--- src/core/uswfc_params.svh ---
`ifndef USWFC_PARAMS_SVH
`define USWFC_PARAMS_SVH
// ----------------------------------------
// register word indices (byte address = index * 4)
// ----------------------------------------
`define USWFC_IDX_IER      4'h0
`define USWFC_IDX_ISR      4'h1
`define USWFC_IDX_FCR      4'h2
`define USWFC_IDX_LCR      4'h3
`define USWFC_IDX_MCR      4'h4
`define USWFC_IDX_LSR      4'h5
`define USWFC_IDX_MSR      4'h6
`define USWFC_IDX_EFR      4'h7
`define USWFC_IDX_RES1     4'h8
`define USWFC_IDX_RES2     4'h9
`define USWFC_IDX_PAU1     4'ha
`define USWFC_IDX_PAU2     4'hb
`define USWFC_IDX_EVSTAT   4'hc
`define USWFC_IDX_EVCLR    4'hd
`define USWFC_IDX_EVEN     4'he
// ----------------------------------------
// reset values
// ----------------------------------------
`define USWFC_RST_ZERO     8'h00
`define USWFC_RST_ISR      8'h01
`define USWFC_RST_LSR      8'h60
// ----------------------------------------
// field positions and masks
// ----------------------------------------
`define USWFC_EFR_ENH      4
`define USWFC_EFR_SPEC     5
`define USWFC_MASK_IER     8'hf0
`define USWFC_MASK_ISR     8'h30
`define USWFC_MASK_FCR     8'h30
`define USWFC_MASK_MCR     8'he0
`define USWFC_ISR_SPEC     4
`define USWFC_MCR_DTR      0
`define USWFC_MCR_RTS      1
`define USWFC_EV_SPEC      0
`define USWFC_EV_PAUSE     1
`define USWFC_EV_RESUME    2
`endif

--- src/core/uswfc_pkg.sv ---
`default_nettype none
package uswfc_pkg;
    typedef struct packed {
        logic       valid;
        logic [7:0] data;
    } uswfc_char_type;
    typedef struct packed {
        logic cts_n;
        logic dsr_n;
        logic ri_n;
        logic dcd_n;
    } uswfc_modem_type;
    typedef enum logic [1:0] {
        USWFC_FLOW_NONE,
        USWFC_FLOW_FIRST,
        USWFC_FLOW_SECOND,
        USWFC_FLOW_BOTH
    } uswfc_flow_type;
    typedef enum {
        USWFC_TX_RUN,
        USWFC_TX_HELD
    } uswfc_txst_type;
endpackage : uswfc_pkg
`default_nettype wire

--- src/core/uswfc_top.sv ---
// Operation
// - special detect on: received char equal to second pause char flags source bit 4
// - stored char bit 0 compares against received char least significant bit
// - enhanced bit set: extended bits of four registers are writable
// - enhanced bit clear: extended bits hold their values, writes ignored
// - selection bits 3-2 choose transmit flow pair: none, first, second, both
// - selection bits 1-0 choose receive compare: 00 none, 10 first pair, 01 second pair
// - bits 1-0 both set: receiver compares both resume and both pause chars
// - reset clears enable, line, modem, fifo and enhanced control registers
// - reset clears source bits 7-1 and sets bit 0
// - reset sets line status bits 6-5, clears the rest
// - reset clears modem status deltas; upper bits read zero, pin synchronizers preset high
// - reset drives tx, rts, dtr, receive request high, transmit request and irq low
`include "uswfc_params.svh"
`default_nettype none
module uswfc_top
    import uswfc_pkg::*;
(
    input  wire logic            clk,
    input  wire logic            rstn,
    input  wire logic            wb_cyc_i,
    input  wire logic            wb_stb_i,
    input  wire logic            wb_we_i,
    input  wire logic [5:0]      wb_adr_i,
    input  wire logic [3:0]      wb_sel_i,
    input  wire logic [31:0]     wb_dat_i,
    output logic      [31:0]     wb_dat_o,
    output logic                 wb_ack_o,
    input  wire uswfc_char_type  rx_char_i,
    output uswfc_char_type       rx_push_o,
    input  wire logic            tx_bit_i,
    input  wire logic            rx_fifo_avail_i,
    input  wire logic            tx_fifo_space_i,
    input  wire logic [7:0]      line_status_i,
    input  wire uswfc_modem_type modem_pins_i,
    output logic                 tx_o,
    output logic                 rts_n_o,
    output logic                 dtr_n_o,
    output logic                 receive_dma_request_n_o,
    output logic                 transmit_dma_request_n_o,
    output logic                 irq_o,
    output logic                 tx_hold_o,
    output logic      [1:0]      tx_flow_sel_o
);
    // ----------------------------------------
    // register storage
    // ----------------------------------------
    logic [7:0] interrupt_enable_reg_r;
    logic [7:0] interrupt_source_reg_r;
    logic [7:0] fifo_ctrl_reg_r;
    logic [7:0] line_ctrl_reg_r;
    logic [7:0] modem_ctrl_reg_r;
    logic [7:0] line_status_reg_r;
    logic [3:0] modem_delta_r;
    logic [7:0] enhanced_feature_ctrl_r;
    logic [7:0] resume_char_first_r;
    logic [7:0] resume_char_second_r;
    logic [7:0] pause_char_first_r;
    logic [7:0] pause_char_second_r;
    logic [2:0] ev_status_r;
    logic [2:0] ev_enable_r;
    logic [31:0] dat_r;
    logic        ack_r;
    logic [3:0]  modem_s1_r;
    logic [3:0]  modem_s2_r;
    logic [3:0]  modem_s3_r;
    logic        pau1_seen_r;
    logic        res1_seen_r;
    uswfc_txst_type txst_r;
    uswfc_txst_type txst_nxt;
    uswfc_char_type push_r;
    logic        tx_r;
    logic        receive_dma_request_n_r;
    logic        transmit_dma_request_n_r;
    logic        irq_r;

    // ----------------------------------------
    // bus decode
    // ----------------------------------------
    wire        req    = wb_cyc_i & wb_stb_i;
    wire        wr_go  = req & ack_r & wb_we_i & wb_sel_i[0];
    wire        rd_go  = req & ack_r & ~wb_we_i;
    wire [3:0]  idx    = wb_adr_i[5:2];
    wire [7:0]  wd     = wb_dat_i[7:0];
    wire        enh    = enhanced_feature_ctrl_r[`USWFC_EFR_ENH];
    wire [3:0]  modem_lvl = ~modem_s2_r;
    wire [7:0]  modem_status_reg = {modem_lvl, modem_delta_r};

    function automatic logic wr_at(input logic [3:0] i);
        wr_at = wr_go && (idx == i);
    endfunction : wr_at

    // extended bits keep their value unless enhanced mode is on
    function automatic logic [7:0] merge(input logic [7:0] old,
                                         input logic [7:0] nw,
                                         input logic [7:0] ext);
        merge = enh ? nw : ((old & ext) | (nw & ~ext));
    endfunction : merge

    logic [7:0] rd_mux;
    always_comb
    begin
        case (idx)
            `USWFC_IDX_IER:    rd_mux = interrupt_enable_reg_r;
            `USWFC_IDX_ISR:    rd_mux = interrupt_source_reg_r;
            `USWFC_IDX_FCR:    rd_mux = fifo_ctrl_reg_r;
            `USWFC_IDX_LCR:    rd_mux = line_ctrl_reg_r;
            `USWFC_IDX_MCR:    rd_mux = modem_ctrl_reg_r;
            `USWFC_IDX_LSR:    rd_mux = line_status_reg_r;
            `USWFC_IDX_MSR:    rd_mux = modem_status_reg;
            `USWFC_IDX_EFR:    rd_mux = enhanced_feature_ctrl_r;
            `USWFC_IDX_RES1:   rd_mux = resume_char_first_r;
            `USWFC_IDX_RES2:   rd_mux = resume_char_second_r;
            `USWFC_IDX_PAU1:   rd_mux = pause_char_first_r;
            `USWFC_IDX_PAU2:   rd_mux = pause_char_second_r;
            `USWFC_IDX_EVSTAT: rd_mux = {5'h00, ev_status_r};
            `USWFC_IDX_EVEN:   rd_mux = {5'h00, ev_enable_r};
            default:           rd_mux = 8'h00;
        endcase
    end

    // ----------------------------------------
    // flow character compare
    // ----------------------------------------
    wire [1:0] rx_sel = enhanced_feature_ctrl_r[1:0];
    wire [1:0] tx_sel = enhanced_feature_ctrl_r[3:2];
    wire [7:0] rc     = rx_char_i.data;
    wire       rv     = rx_char_i.valid;
    wire eq_p1 = (rc == pause_char_first_r);
    wire eq_p2 = (rc == pause_char_second_r);
    wire eq_r1 = (rc == resume_char_first_r);
    wire eq_r2 = (rc == resume_char_second_r);
    wire spec_en = enhanced_feature_ctrl_r[`USWFC_EFR_SPEC];
    wire spec_hit = rv & spec_en & eq_p2;

    logic pause_hit;
    logic resume_hit;
    logic flow_char;
    always_comb
    begin
        pause_hit  = 1'b0;
        resume_hit = 1'b0;
        flow_char  = 1'b0;
        case (rx_sel)
            2'b10:
            begin
                pause_hit  = rv & eq_p1;
                resume_hit = rv & eq_r1;
                flow_char  = pause_hit | resume_hit;
            end
            2'b01:
            begin
                pause_hit  = rv & eq_p2;
                resume_hit = rv & eq_r2;
                flow_char  = pause_hit | resume_hit;
            end
            2'b11:
            begin
                pause_hit  = rv & pau1_seen_r & eq_p2;
                resume_hit = rv & res1_seen_r & eq_r2;
                flow_char  = rv & (eq_p1 | eq_p2 | eq_r1 | eq_r2);
            end
            default:
            begin
                pause_hit  = 1'b0;
                resume_hit = 1'b0;
                flow_char  = 1'b0;
            end
        endcase
    end

    always_comb
    begin
        case (txst_r)
            USWFC_TX_RUN:  txst_nxt = (pause_hit && tx_sel != 2'b00) ? USWFC_TX_HELD
                                                                     : USWFC_TX_RUN;
            USWFC_TX_HELD: txst_nxt = (resume_hit || tx_sel == 2'b00) ? USWFC_TX_RUN
                                                                       : USWFC_TX_HELD;
            default:       txst_nxt = USWFC_TX_RUN;
        endcase
    end

    // special chars are stored; flow chars are consumed
    wire push_ok = rv & (spec_hit | ~flow_char);
    wire [2:0] ev_set = {resume_hit, pause_hit, spec_hit};
    wire [2:0] ev_clr = wr_at(`USWFC_IDX_EVCLR) ? wd[2:0] : 3'h0;
    wire       isr_rd = rd_go && (idx == `USWFC_IDX_ISR);
    wire       msr_rd = rd_go && (idx == `USWFC_IDX_MSR);
    // delta bit 0 is cts and bit 3 is dcd, the reverse of the pin struct order
    wire [3:0] modem_chg_raw = modem_s2_r ^ modem_s3_r;
    wire [3:0] modem_chg     = {modem_chg_raw[0], modem_chg_raw[1], modem_chg_raw[2],
                                modem_chg_raw[3]};

    // ----------------------------------------
    // registers
    // ----------------------------------------
    always_ff @(posedge clk)
    begin
        if (!rstn)
        begin
            ack_r <= 1'b0;
            dat_r <= 32'h0000_0000;
        end
        else
        begin
            ack_r <= req & ~ack_r;
            dat_r <= {24'h00_0000, rd_mux};
        end
    end

    always_ff @(posedge clk)
    begin
        if (!rstn)
        begin
            interrupt_enable_reg_r  <= `USWFC_RST_ZERO;
            fifo_ctrl_reg_r         <= `USWFC_RST_ZERO;
            line_ctrl_reg_r         <= `USWFC_RST_ZERO;
            modem_ctrl_reg_r        <= `USWFC_RST_ZERO;
            enhanced_feature_ctrl_r <= `USWFC_RST_ZERO;
        end
        else
        begin
            if (wr_at(`USWFC_IDX_IER))
                interrupt_enable_reg_r <= merge(interrupt_enable_reg_r, wd, `USWFC_MASK_IER);
            if (wr_at(`USWFC_IDX_FCR))
                fifo_ctrl_reg_r <= merge(fifo_ctrl_reg_r, wd, `USWFC_MASK_FCR);
            if (wr_at(`USWFC_IDX_MCR))
                modem_ctrl_reg_r <= merge(modem_ctrl_reg_r, wd, `USWFC_MASK_MCR);
            if (wr_at(`USWFC_IDX_LCR))
                line_ctrl_reg_r <= wd;
            if (wr_at(`USWFC_IDX_EFR))
                enhanced_feature_ctrl_r <= wd;
        end
    end

    // flow characters have no documented reset value; zero is used
    always_ff @(posedge clk)
    begin
        if (!rstn)
        begin
            resume_char_first_r  <= `USWFC_RST_ZERO;
            resume_char_second_r <= `USWFC_RST_ZERO;
            pause_char_first_r   <= `USWFC_RST_ZERO;
            pause_char_second_r  <= `USWFC_RST_ZERO;
        end
        else
        begin
            if (wr_at(`USWFC_IDX_RES1)) resume_char_first_r  <= wd;
            if (wr_at(`USWFC_IDX_RES2)) resume_char_second_r <= wd;
            if (wr_at(`USWFC_IDX_PAU1)) pause_char_first_r   <= wd;
            if (wr_at(`USWFC_IDX_PAU2)) pause_char_second_r  <= wd;
        end
    end

    // source reset value; set beats read clear
    always_ff @(posedge clk)
    begin
        if (!rstn)
            interrupt_source_reg_r <= `USWFC_RST_ISR;
        else
        begin
            if (wr_at(`USWFC_IDX_ISR) && enh)
                interrupt_source_reg_r[5:4] <= wd[5:4];
            else if (isr_rd)
                interrupt_source_reg_r[`USWFC_ISR_SPEC] <= 1'b0;
            // a match in the cycle of a write or read must not be lost
            if (spec_hit)
                interrupt_source_reg_r[`USWFC_ISR_SPEC] <= 1'b1;
            interrupt_source_reg_r[0] <= ~(interrupt_source_reg_r[`USWFC_ISR_SPEC] | spec_hit);
        end
    end

    // modem deltas cleared, levels from synced pins
    always_ff @(posedge clk)
    begin
        if (!rstn)
        begin
            line_status_reg_r <= `USWFC_RST_LSR;
            modem_delta_r     <= 4'h0;
            modem_s1_r        <= 4'hf;
            modem_s2_r        <= 4'hf;
            modem_s3_r        <= 4'hf;
        end
        else
        begin
            line_status_reg_r <= line_status_i;
            modem_s1_r        <= modem_pins_i;
            modem_s2_r        <= modem_s1_r;
            modem_s3_r        <= modem_s2_r;
            modem_delta_r     <= modem_chg | (msr_rd ? 4'h0 : modem_delta_r);
        end
    end

    // events: set wins over clear
    always_ff @(posedge clk)
    begin
        if (!rstn)
        begin
            ev_status_r <= 3'h0;
            ev_enable_r <= 3'h0;
        end
        else
        begin
            ev_status_r <= ev_set | (ev_status_r & ~ev_clr);
            if (wr_at(`USWFC_IDX_EVEN))
                ev_enable_r <= wd[2:0];
        end
    end

    always_ff @(posedge clk)
    begin
        if (!rstn)
        begin
            txst_r      <= USWFC_TX_RUN;
            pau1_seen_r <= 1'b0;
            res1_seen_r <= 1'b0;
            push_r      <= '0;
        end
        else
        begin
            txst_r <= txst_nxt;
            if (rv)
            begin
                pau1_seen_r <= eq_p1;
                res1_seen_r <= eq_r1;
            end
            push_r.valid <= push_ok;
            push_r.data  <= rc;
        end
    end

    always_ff @(posedge clk)
    begin
        if (!rstn)
        begin
            tx_r      <= 1'b1;
            receive_dma_request_n_r <= 1'b1;
            transmit_dma_request_n_r <= 1'b0;
            irq_r     <= 1'b0;
        end
        else
        begin
            tx_r      <= tx_bit_i;
            receive_dma_request_n_r <= ~rx_fifo_avail_i;
            transmit_dma_request_n_r <= ~tx_fifo_space_i;
            irq_r     <= |(ev_status_r & ev_enable_r);
        end
    end

    assign wb_dat_o                 = dat_r;
    assign wb_ack_o                 = ack_r;
    assign rx_push_o                = push_r;
    assign tx_o                     = tx_r;
    assign rts_n_o                  = ~modem_ctrl_reg_r[`USWFC_MCR_RTS];
    assign dtr_n_o                  = ~modem_ctrl_reg_r[`USWFC_MCR_DTR];
    assign receive_dma_request_n_o  = receive_dma_request_n_r;
    assign transmit_dma_request_n_o = transmit_dma_request_n_r;
    assign irq_o                    = irq_r;
    assign tx_hold_o                = (txst_r == USWFC_TX_HELD);
    assign tx_flow_sel_o            = tx_sel;
endmodule : uswfc_top
`default_nettype wire

--- config.mk ---
export PLATFORM = sky130hd
export DESIGN_NAME = uswfc_top
export DESIGN_NICKNAME = d
export VERILOG_FILES = /design/src/core/uswfc_pkg.sv /design/src/core/uswfc_top.sv
export VERILOG_INCLUDE_DIRS = /design/src /design/src/core
export SDC_FILE = /design/constraint.sdc
export NUM_CORES = 1
export LEC_CHECK = 0
export BUFFER_PORTS_ARGS = -buffer_cell sky130_fd_sc_hd__buf_4
export CAP_MARGIN = 20
export CORE_MARGIN = 10
export CORE_UTILIZATION = 50
export DETAILED_ROUTE_END_ITERATION = 8
export PLACE_DENSITY = 0.77
export SLEW_MARGIN = 15
export SYNTH_ARGS = -nofsm -noshare
export SYNTH_HDL_FRONTEND = slang
export SYNTH_SLANG_ARGS = --single-unit
--- constraint.sdc ---
create_clock -name clk -period 2.1 [get_ports clk]
set_clock_uncertainty 0.05 [all_clocks]
set_input_delay 0.105 -clock clk [delete_from_list [all_inputs] [get_ports clk]]
set_output_delay 0.105 -clock clk [all_outputs]
set_load 0.01 [all_outputs]
Yosys cells after proc, flatten, opt, wreduce, memory -nomap -nowiden
Index checks and enable logic that the tools add are counted.
{"block": "word_totals", "reg_bits": 185, "out_inout_bits": 51}
{"block": "classes", "muxes": 15, "eq_ne": 23, "n_reduce_logical": 23, "bitwise_logic": 43}
{"operator": "$pmux 8 s14", "count": 1}
{"operator": "$eq 32x1->1 const B", "count": 1}
{"operator": "$eq 32x2->1 const B", "count": 1}
{"operator": "$eq 8x8->1", "count": 4}
{"operator": "$logic_not 32->1", "count": 1}
{"operator": "$eq 4x4->1 const B", "count": 7}
{"operator": "$mux 8", "count": 3}
{"operator": "$and 1x1->1", "count": 18}
{"operator": "$eq 4x3->1 const B", "count": 4}
{"operator": "$logic_and 1x1->1", "count": 16}
{"operator": "$pmux 1 s3", "count": 3}
{"operator": "$eq 4x2->1 const B", "count": 2}
{"operator": "$not 1->1", "count": 8}
{"operator": "$or 6x8->8", "count": 1}
{"operator": "$or 8x4->8", "count": 1}
{"operator": "$or 8x5->8", "count": 1}
{"operator": "$or 1x1->1", "count": 7}
{"operator": "$and 3x3->3", "count": 2}
{"operator": "$mux 1", "count": 5}
{"operator": "$eq 2x2->1 const B", "count": 2}
{"operator": "$eq 4x1->1 const B", "count": 1}
{"operator": "$logic_not 4->1", "count": 1}
{"operator": "$mux 4", "count": 1}
{"operator": "$not 4->4", "count": 1}
{"operator": "12 further kinds", "count": 12}

Depth between registers and ports, before layout
Gate-level depths: netlist of run 1.
{"block": "depth", "depth_word": 9, "depth_mapped": 8, "mapped_depth_nobuf": 6}

Worst setup path after synthesis of run 1
No wires, ideal clock.
{"block": "synth_timing", "path_type": "flip-flop to flip-flop", "from": "register ack_r (netlist: wb_ack_o)", "to": "register enhanced_feature_ctrl_r[3]", "setup_slack_ns": 0.516, "arrival_ns": 1.412, "path_buffers": 1, "stages_incl_launch_ff": 7, "path_cell_list": "dfxtp_1 -> and3_1 -> nand3_1 -> or3_1 -> clkbuf_1 -> nand2_1 -> a21boi_0"}
{"block": "synth_via", "elab_chain_cells": 4}
{"item": "from (decl)", "line": "uswfc_top.sv:63", "source": "logic ack_r;"}
{"item": "from (signal assigned)", "line": "uswfc_top.sv:206", "source": "ack_r <= req & ~ack_r;"}
{"item": "$and 1x1->1 (3 in series)", "line": "uswfc_top.sv:81", "source": "wire wr_go = req & ack_r & wb_we_i & wb_sel_i[0];"}
{"item": "$logic_and 1x1->1", "line": "uswfc_top.sv:90", "source": "wr_at = wr_go && (idx == i);"}
{"item": "to (signal assigned)", "line": "uswfc_top.sv:219", "source": "enhanced_feature_ctrl_r <= `USWFC_RST_ZERO;"}
{"item": "to (signal assigned)", "line": "uswfc_top.sv:232", "source": "enhanced_feature_ctrl_r <= wd;"}
{"item": "to (decl)", "line": "uswfc_top.sv:55", "source": "logic [7:0] enhanced_feature_ctrl_r;"}
Every way passes these cells.
A chain may end at the register's enable or synchronous reset.

Final worst setup path of run 1
{"block": "layout_timing", "from": "register ack_r (netlist: wb_ack_o)", "to": "register enhanced_feature_ctrl_r[5]"}
Same word-level chain as after synthesis.

==> results of run 1 <==
[sequential cells by signal (all words and copies together), names as in the netlist, 3 cells and up]
signal and cells:
enhanced_feature_ctrl_r 8, ev_enable_r 3, ev_status_r 3, fifo_ctrl_reg_r 8, interrupt_enable_reg_r 8, interrupt_source_reg_r 3
line_ctrl_reg_r 8, line_status_reg_r 8, modem_ctrl_reg_r 8, modem_delta_r 4, modem_s1_r 4, modem_s2_r 4
modem_s3_r 4, pause_char_first_r 8, pause_char_second_r 8, resume_char_first_r 8, resume_char_second_r 8, rx_push_o 9
wb_dat_o 8
[routing by layer]
metal  track usage [%]  vias up  wire length [um]
met1             27.63     2685              7553
met2             36.57      301              8965
li1                  -     2621                 -
met3             5.117       49              1738
met5                 0        -                 0
met4             10.07        0               568
[Yosys cell counts, types with 14 or more instances]
cell / number / area share [%]
dfxtp_1: 130 / 42
buf_4: 27 / 3.3
a21boi_0: 63 / 7.7
nand3_1: 16 / 1.3
nand2b_1: 16 / 1.6
xnor2_1: 32 / 4.6
a21oi_1: 17 / 1.4
mux2i_1: 30 / 4.9
nor2_1: 26 / 1.6
nand2_1: 110 / 6.7
o21ai_0: 74 / 6.0
clkbuf_1: 46 / 2.8
nor2b_1: 27 / 2.7
and2_1: 14 / 1.4
[repair_timing]
| action | 4_1_cts | 5_1_grt |
|---|---|---|
| hold buffers | 38 | 0 |
| setup endpoints to repair | 7 | 29 |
| resized for setup | 0 | 5 |
| hold endpoints to repair | 87 | 0 |
[final timing paths]
kind / startpoint / endpoint / slack [ps] / depth (start not counted)
min: wb_we_i / interrupt_source_reg_r[4] / 100 / 5
min reg2reg: modem_s1_r[3] / modem_s2_r[3] / 360 / 1
max: wb_ack_o / enhanced_feature_ctrl_r[5] / 110 / 5
max reg2reg: wb_ack_o / enhanced_feature_ctrl_r[5] / 110 / 5
[cell type report]
cell class                 instances  area, sq um  share of cell area, %
tap                              147        183.9                  2.420
sequential                       130         2603                  34.24
clock buffer                      25        465.4                  6.123
clock inverter                     7        35.03                 0.4609
inverter                           6        22.52                 0.2963
timing repair buffer             134         1101                  14.49
multi-input combinational        530         3191                  41.98
[worst register-to-register path, stage by stage, from the launching register on]
cell and delay, ps:
dfxtp_1 360, and3_1 250, nand3_1 340, or3_1 620, nand2_1 160, a21boi_0 90
[power groups by stage]
stage / sequential (W) / combinational [W] / clock [W]
finish: 0.00253 / 0.000506 / 0.00254
global route: 0.00253 / 0.000539 / 0.00267
CTS: 0.00253 / 0.000492 / 0.00256
detailed placement: 0.00258 / 0.000434 / 0
global placement: 0.00258 / 0.000425 / 0
floorplan: 0.00258 / 0.000288 / 0
[per-stage QoR]
stage               hold slack (ps)  cells  cell area, sq um  setup slack [ps]  TNS (ps)
finish                        104.6    979              7601             111.7         0
global route                  126.9    979              7601             19.67         0
CTS                           79.31    979              7589            -23.29    -75.13
detailed placement            215.8    909              6708            -4.160    -4.835
global placement              215.5    909              6708             72.74         0
floorplan                     125.0    749              6240             516.1         0
[cells by family (layout without fill, tap and decap cells)]
group / Yosys count / count (layout) / synth area share (%)
buffers and inverters: 89 / 172 / 7.462
multiplexers: 34 / 34 / 5.795
other: 1 / 24 / 0.06094
XOR/XNOR: 36 / 36 / 5.124
AO/OA/AOI/OAI: 193 / 193 / 20.21
flip-flops: 130 / 130 / 42.29
AND/OR/NAND/NOR: 243 / 243 / 19.05
==> results_dict.tcl, run 1 <==
set metrics [dict create \
    die-area_sq_um 17140 \
    ys_ff_latch 130 \
    critPathArrivalTime_ps 2240 \
    postSynthAreaPerCell_sq_um 8.476 \
    path_max_fanout 8 \
    yosysWarnings 0 \
    first_global_vias 5690 \
    cts-htree-levels 4 \
    crit_required_ps 2350 \
    p_comb_share_pct 9.1 \
    wl_mm 18.83 \
    syn2layout_area_growth_pct 23.53 \
    antenna_left 0 \
    syn-cell-area_sq_um 6153 \
    design.core.area_sq_um 12010 \
    postSynth.asyncResetShare_pct 0 \
    worst-slew-pin-transition_ps 576.8 \
    vias_per_cell 5.777 \
    diodes 0 \
    clk_pin_slew_ps 60 \
    wl_per_cell_um 19.23 \
    die_w_um 130.9 \
    period_share_pct 94.68 \
    slew_violations 0 \
    layout-drive-gt1-share_pct 16.47 \
    rsz0062_at_grt "no" \
    synth_edf_count 0 \
    die_y_um 130.9 \
    end_kind "register" \
    drtPass1Iterations 5 \
    postCtsSetupBuffers 0 \
    synthCells 726 \
    io_buffers 68 \
    fin_crit_ps 1988 \
    ys_seq_area_share_pct 42.29 \
    dr.first_iter.drc_count 795 \
    drc_errors 0 \
    switching_share_pct 23.71 \
    start_util_pct 51.23 \
    power_frac_seq_pct 45.3 \
    power.total_w 0.005573 \
    final_cell_mix "dfxtp_1, nand2_1, buf_4" \
    pwr-share-clk_pct 45.6 \
    setup_viol_count_final 0 \
    fin_nets 890 \
    crit_slowest_cell "or3_1" \
    final_common_cell "dfxtp_1" \
    path_buf_inv 0 \
    slew_headroom_pct 61.40 \
    synthDistinctLibCells 49 \
    maxCapViolCount 0 \
    fillers 1030 \
    p_int_w 0.004251 \
    hold_violations 0 \
    cts_root_buf "clkbuf_16" \
    overflow 0 \
    rows 40 \
    critical_path_class "reg -> reg" \
    numCtsBuffers 17 \
    hold_path_class "in -> reg" \
    insertion_delay_ps 430 \
    gp_congestion 0.9809 \
    dp_hpwl_mm 13.32 \
    num_io_pins 122 \
    max_freq_mhz 502.9 \
    critPathMaxStageDelay_ps 620 \
    synth-main-ff-cell "dfxtp_1" \
    critPathTopFamily "simple AND/OR/NAND/NOR gates" \
    grt_pass1_wl_mm 29.93 \
    cts_sinks 130 \
    cellLeakagePower_nw 2.743 \
    cts_tree "yes" \
    p_per_area_nw_per_um2 733.2 \
    grt_max_degree 55 \
    antenna_found_initial 0 \
    cp-start-kind "register" \
    fin_util_pct 63.28 \
    crit_chain "and3_1, nand3_1, or3_1, nand2_1, a21boi_0" \
    track_usage_pct 22.41 \
    p_switching_w 0.001322 \
    cts.path.max_buffers 2 \
    via_count 5656 \
    vdd_drop_max_mv 0.6020 \
    run_status "completed" \
]
Power figures use the tool's default switching activity.
==> run 2: changes to the inputs <==
Settings changed: BUFFER_PORTS_ARGS -buffer_cell sky130_fd_sc_hd__buf_4 to -buffer_cell sky130_fd_sc_hd__buf_2.
==> run 2 against run 1 <==
  * Cell area fell by 1.3%
  * First-iteration DRC count up 1.0%
  * Power rose by 9.2%
  * Fmax down 0.22%
  * Non-clock buffer count is 8 lower
  * Global-route usage is 0.072 points lower
  * Largest cell class unchanged
  * Routed wire length up 0.36%
  * Sequential cell count did not move
  * Setup slack worse by 4.3 ps
  * Register-to-register slack hardly changed
  * Clock power increased by 22%
  * Clock-buffer cell count rose by 1
==> results_dict.tcl, run 2 (synthesis results as in run 1) <==
set metrics [dict create \
    fin_nets 882 \
    cts_root_buf "clkbuf_16" \
    worst-slew-pin-transition_ps 596.3 \
    diodes 0 \
    via_count 5688 \
    critical_path_class "reg -> reg" \
    final_cell_mix "dfxtp_1, nand2_1, o21ai_0" \
    path_max_fanout 9 \
    io_buffers 68 \
    dp_hpwl_mm 13.23 \
    fin_crit_ps 1993 \
    worstSetupStartpoint "wb_ack_o" \
    grt_pass1_wl_mm 29.43 \
    layout-drive-gt1-share_pct 17.35 \
    p_per_area_nw_per_um2 811.0 \
    track_usage_pct 22.34 \
    slew_violations 0 \
    syn2layout_area_growth_pct 21.92 \
    fin_tns_setup_ps 0 \
    rows 40 \
    wl_per_cell_um 19.46 \
    hold_path_class "in -> reg" \
    run_status "completed" \
    setup_viol_count_final 0 \
    overflow 0 \
    crit_chain "and3_1, nand3_1, nor3_4, nand2_1, nand2_1, a21boi_0" \
    clk_pin_slew_ps 50 \
    min-delay-start "wb_dat_i[5]" \
    die-area_sq_um 17140 \
    start_util_pct 51.23 \
    final.setup.worst_slack_ps 107.4 \
    fillers 1013 \
    antenna_left 0 \
    numCtsBuffers 17 \
    critPathMaxStageDelay_ps 570 \
    period_share_pct 94.89 \
    antenna_found_initial 0 \
    die_w_um 130.9 \
    grt_max_degree 94 \
    cts.path.max_buffers 2 \
    design.core.area_sq_um 12010 \
    rsz0062_at_grt "no" \
    cellLeakagePower_nw 2.733 \
    hold_violations 0 \
    crit_required_ps 2360 \
    cp-start-kind "register" \
    num_io_pins 122 \
    cts_tree "yes" \
    first_global_vias 5541 \
    crit_slowest_cell "nor3_4" \
    final_common_cell "dfxtp_1" \
    insertion_delay_ps 430 \
    critPathArrivalTime_ps 2250 \
    wl_mm 18.89 \
    largest_register_ffs 9 \
    max_freq_mhz 501.9 \
    die_y_um 130.9 \
    vias_per_cell 5.858 \
    maxCapViolCount 0 \
    cts_sinks 130 \
    crit_top_cell "nand2_1" \
    worstHoldPathCells 3 \
    dr.first_iter.drc_count 803 \
    gp_congestion 0.9630 \
    dp_slack_ps 66.53 \
    drtPass1Iterations 6 \
    vdd_drop_max_mv 0.5394 \
    r2r-start "wb_ack_o" \
    end_kind "register" \
    postCtsSetupBuffers 0 \
    drc_errors 0 \
    cts-htree-levels 4 \
    slew_headroom_pct 60.12 \
    worstRegToRegCells 6 \
]
[run 2: cell types whose count changed in the layout (fill, tap and decap cells not counted)]
cell,change
bufinv_16,+2
clkbuf_8,+8
clkinvlp_4,+4
buf_2,+68
clkinv_2,-7
nor2_1,+3
clkbuf_1,-7
nor2_2,-3
dlygate4sd3_1,-10
buf_4,-68
buf_12,+2
[run 2: power by group]
| group | internal (W) | total [W] | switching (W) |
|---|---|---|---|
| clock | 0.00203 | 0.00310 | 0.00106 |
| sequential | 0.00251 | 0.00252 | 0.0000161 |
| combinational | 0.000186 | 0.000465 | 0.000279 |
| total | 0.00472 | 0.00608 | 0.00136 |
[run 2: cell type report]
class | count | area (sq um) | area share [%]
multi-input combinational | 530 | 3183 | 42.43
sequential | 130 | 2603 | 34.69
timing repair buffer | 126 | 870.8 | 11.61
clock buffer | 26 | 549.3 | 7.322
tap | 147 | 183.9 | 2.452
clock inverter | 6 | 90.09 | 1.201
inverter | 6 | 22.52 | 0.3002
[run 2: per-stage QoR]
| stage | power (W) | instances | area (sq um) | util [%] | hold WS (ps) |
|---|---|---|---|---|---|
| 4_1_cts | 0.006091 | 971 | 7497 | 62.42 | 11.24 |
| 3_3_place_gp | 0.002977 | 911 | 6578 | 54.76 | 218.7 |
| 3_5_place_dp | 0.002986 | 911 | 6578 | 54.76 | 222.6 |
| 2_1_floorplan | 0.002867 | 749 | 6240 | - | 125.0 |
| 5_1_grt | 0.006259 | 971 | 7502 | 62.46 | 29.19 |
| 6_report | 0.006084 | 971 | 7502 | 62.46 | 18.29 |
[run 2: per-layer routing]
layer / wire [um] / vias up / track usage (%)
li1: - / 2604 / -
met1: 7328 / 2672 / 26.56
met2: 8949 / 342 / 36.87
met3: 1899 / 70 / 5.882
met4: 716 / 0 / 10.46
met5: 0 / - / 0
[run 2: what timing repair did]
item / CTS / global route
hold endpoints to repair: 31 / 0
hold buffers: 28 / 0
endpoints found under the setup margin: 0 / 8
gates resized for setup: 0 / 2
[run 2: path summary, 6_finish.rpt]
check	endpoint	slack, ps
min reg2reg	modem_s2_r[3]	360
min	pause_char_first_r[5]	20
max reg2reg	modem_ctrl_reg_r[6]	110
max	modem_ctrl_reg_r[6]	110
[run 2: critical path, delay by kind of cell, from the launching register on]
family / cells / cell delay, ps
flops: 1 / 340
simple gates: 5 / 1410
compound gates: 1 / 70
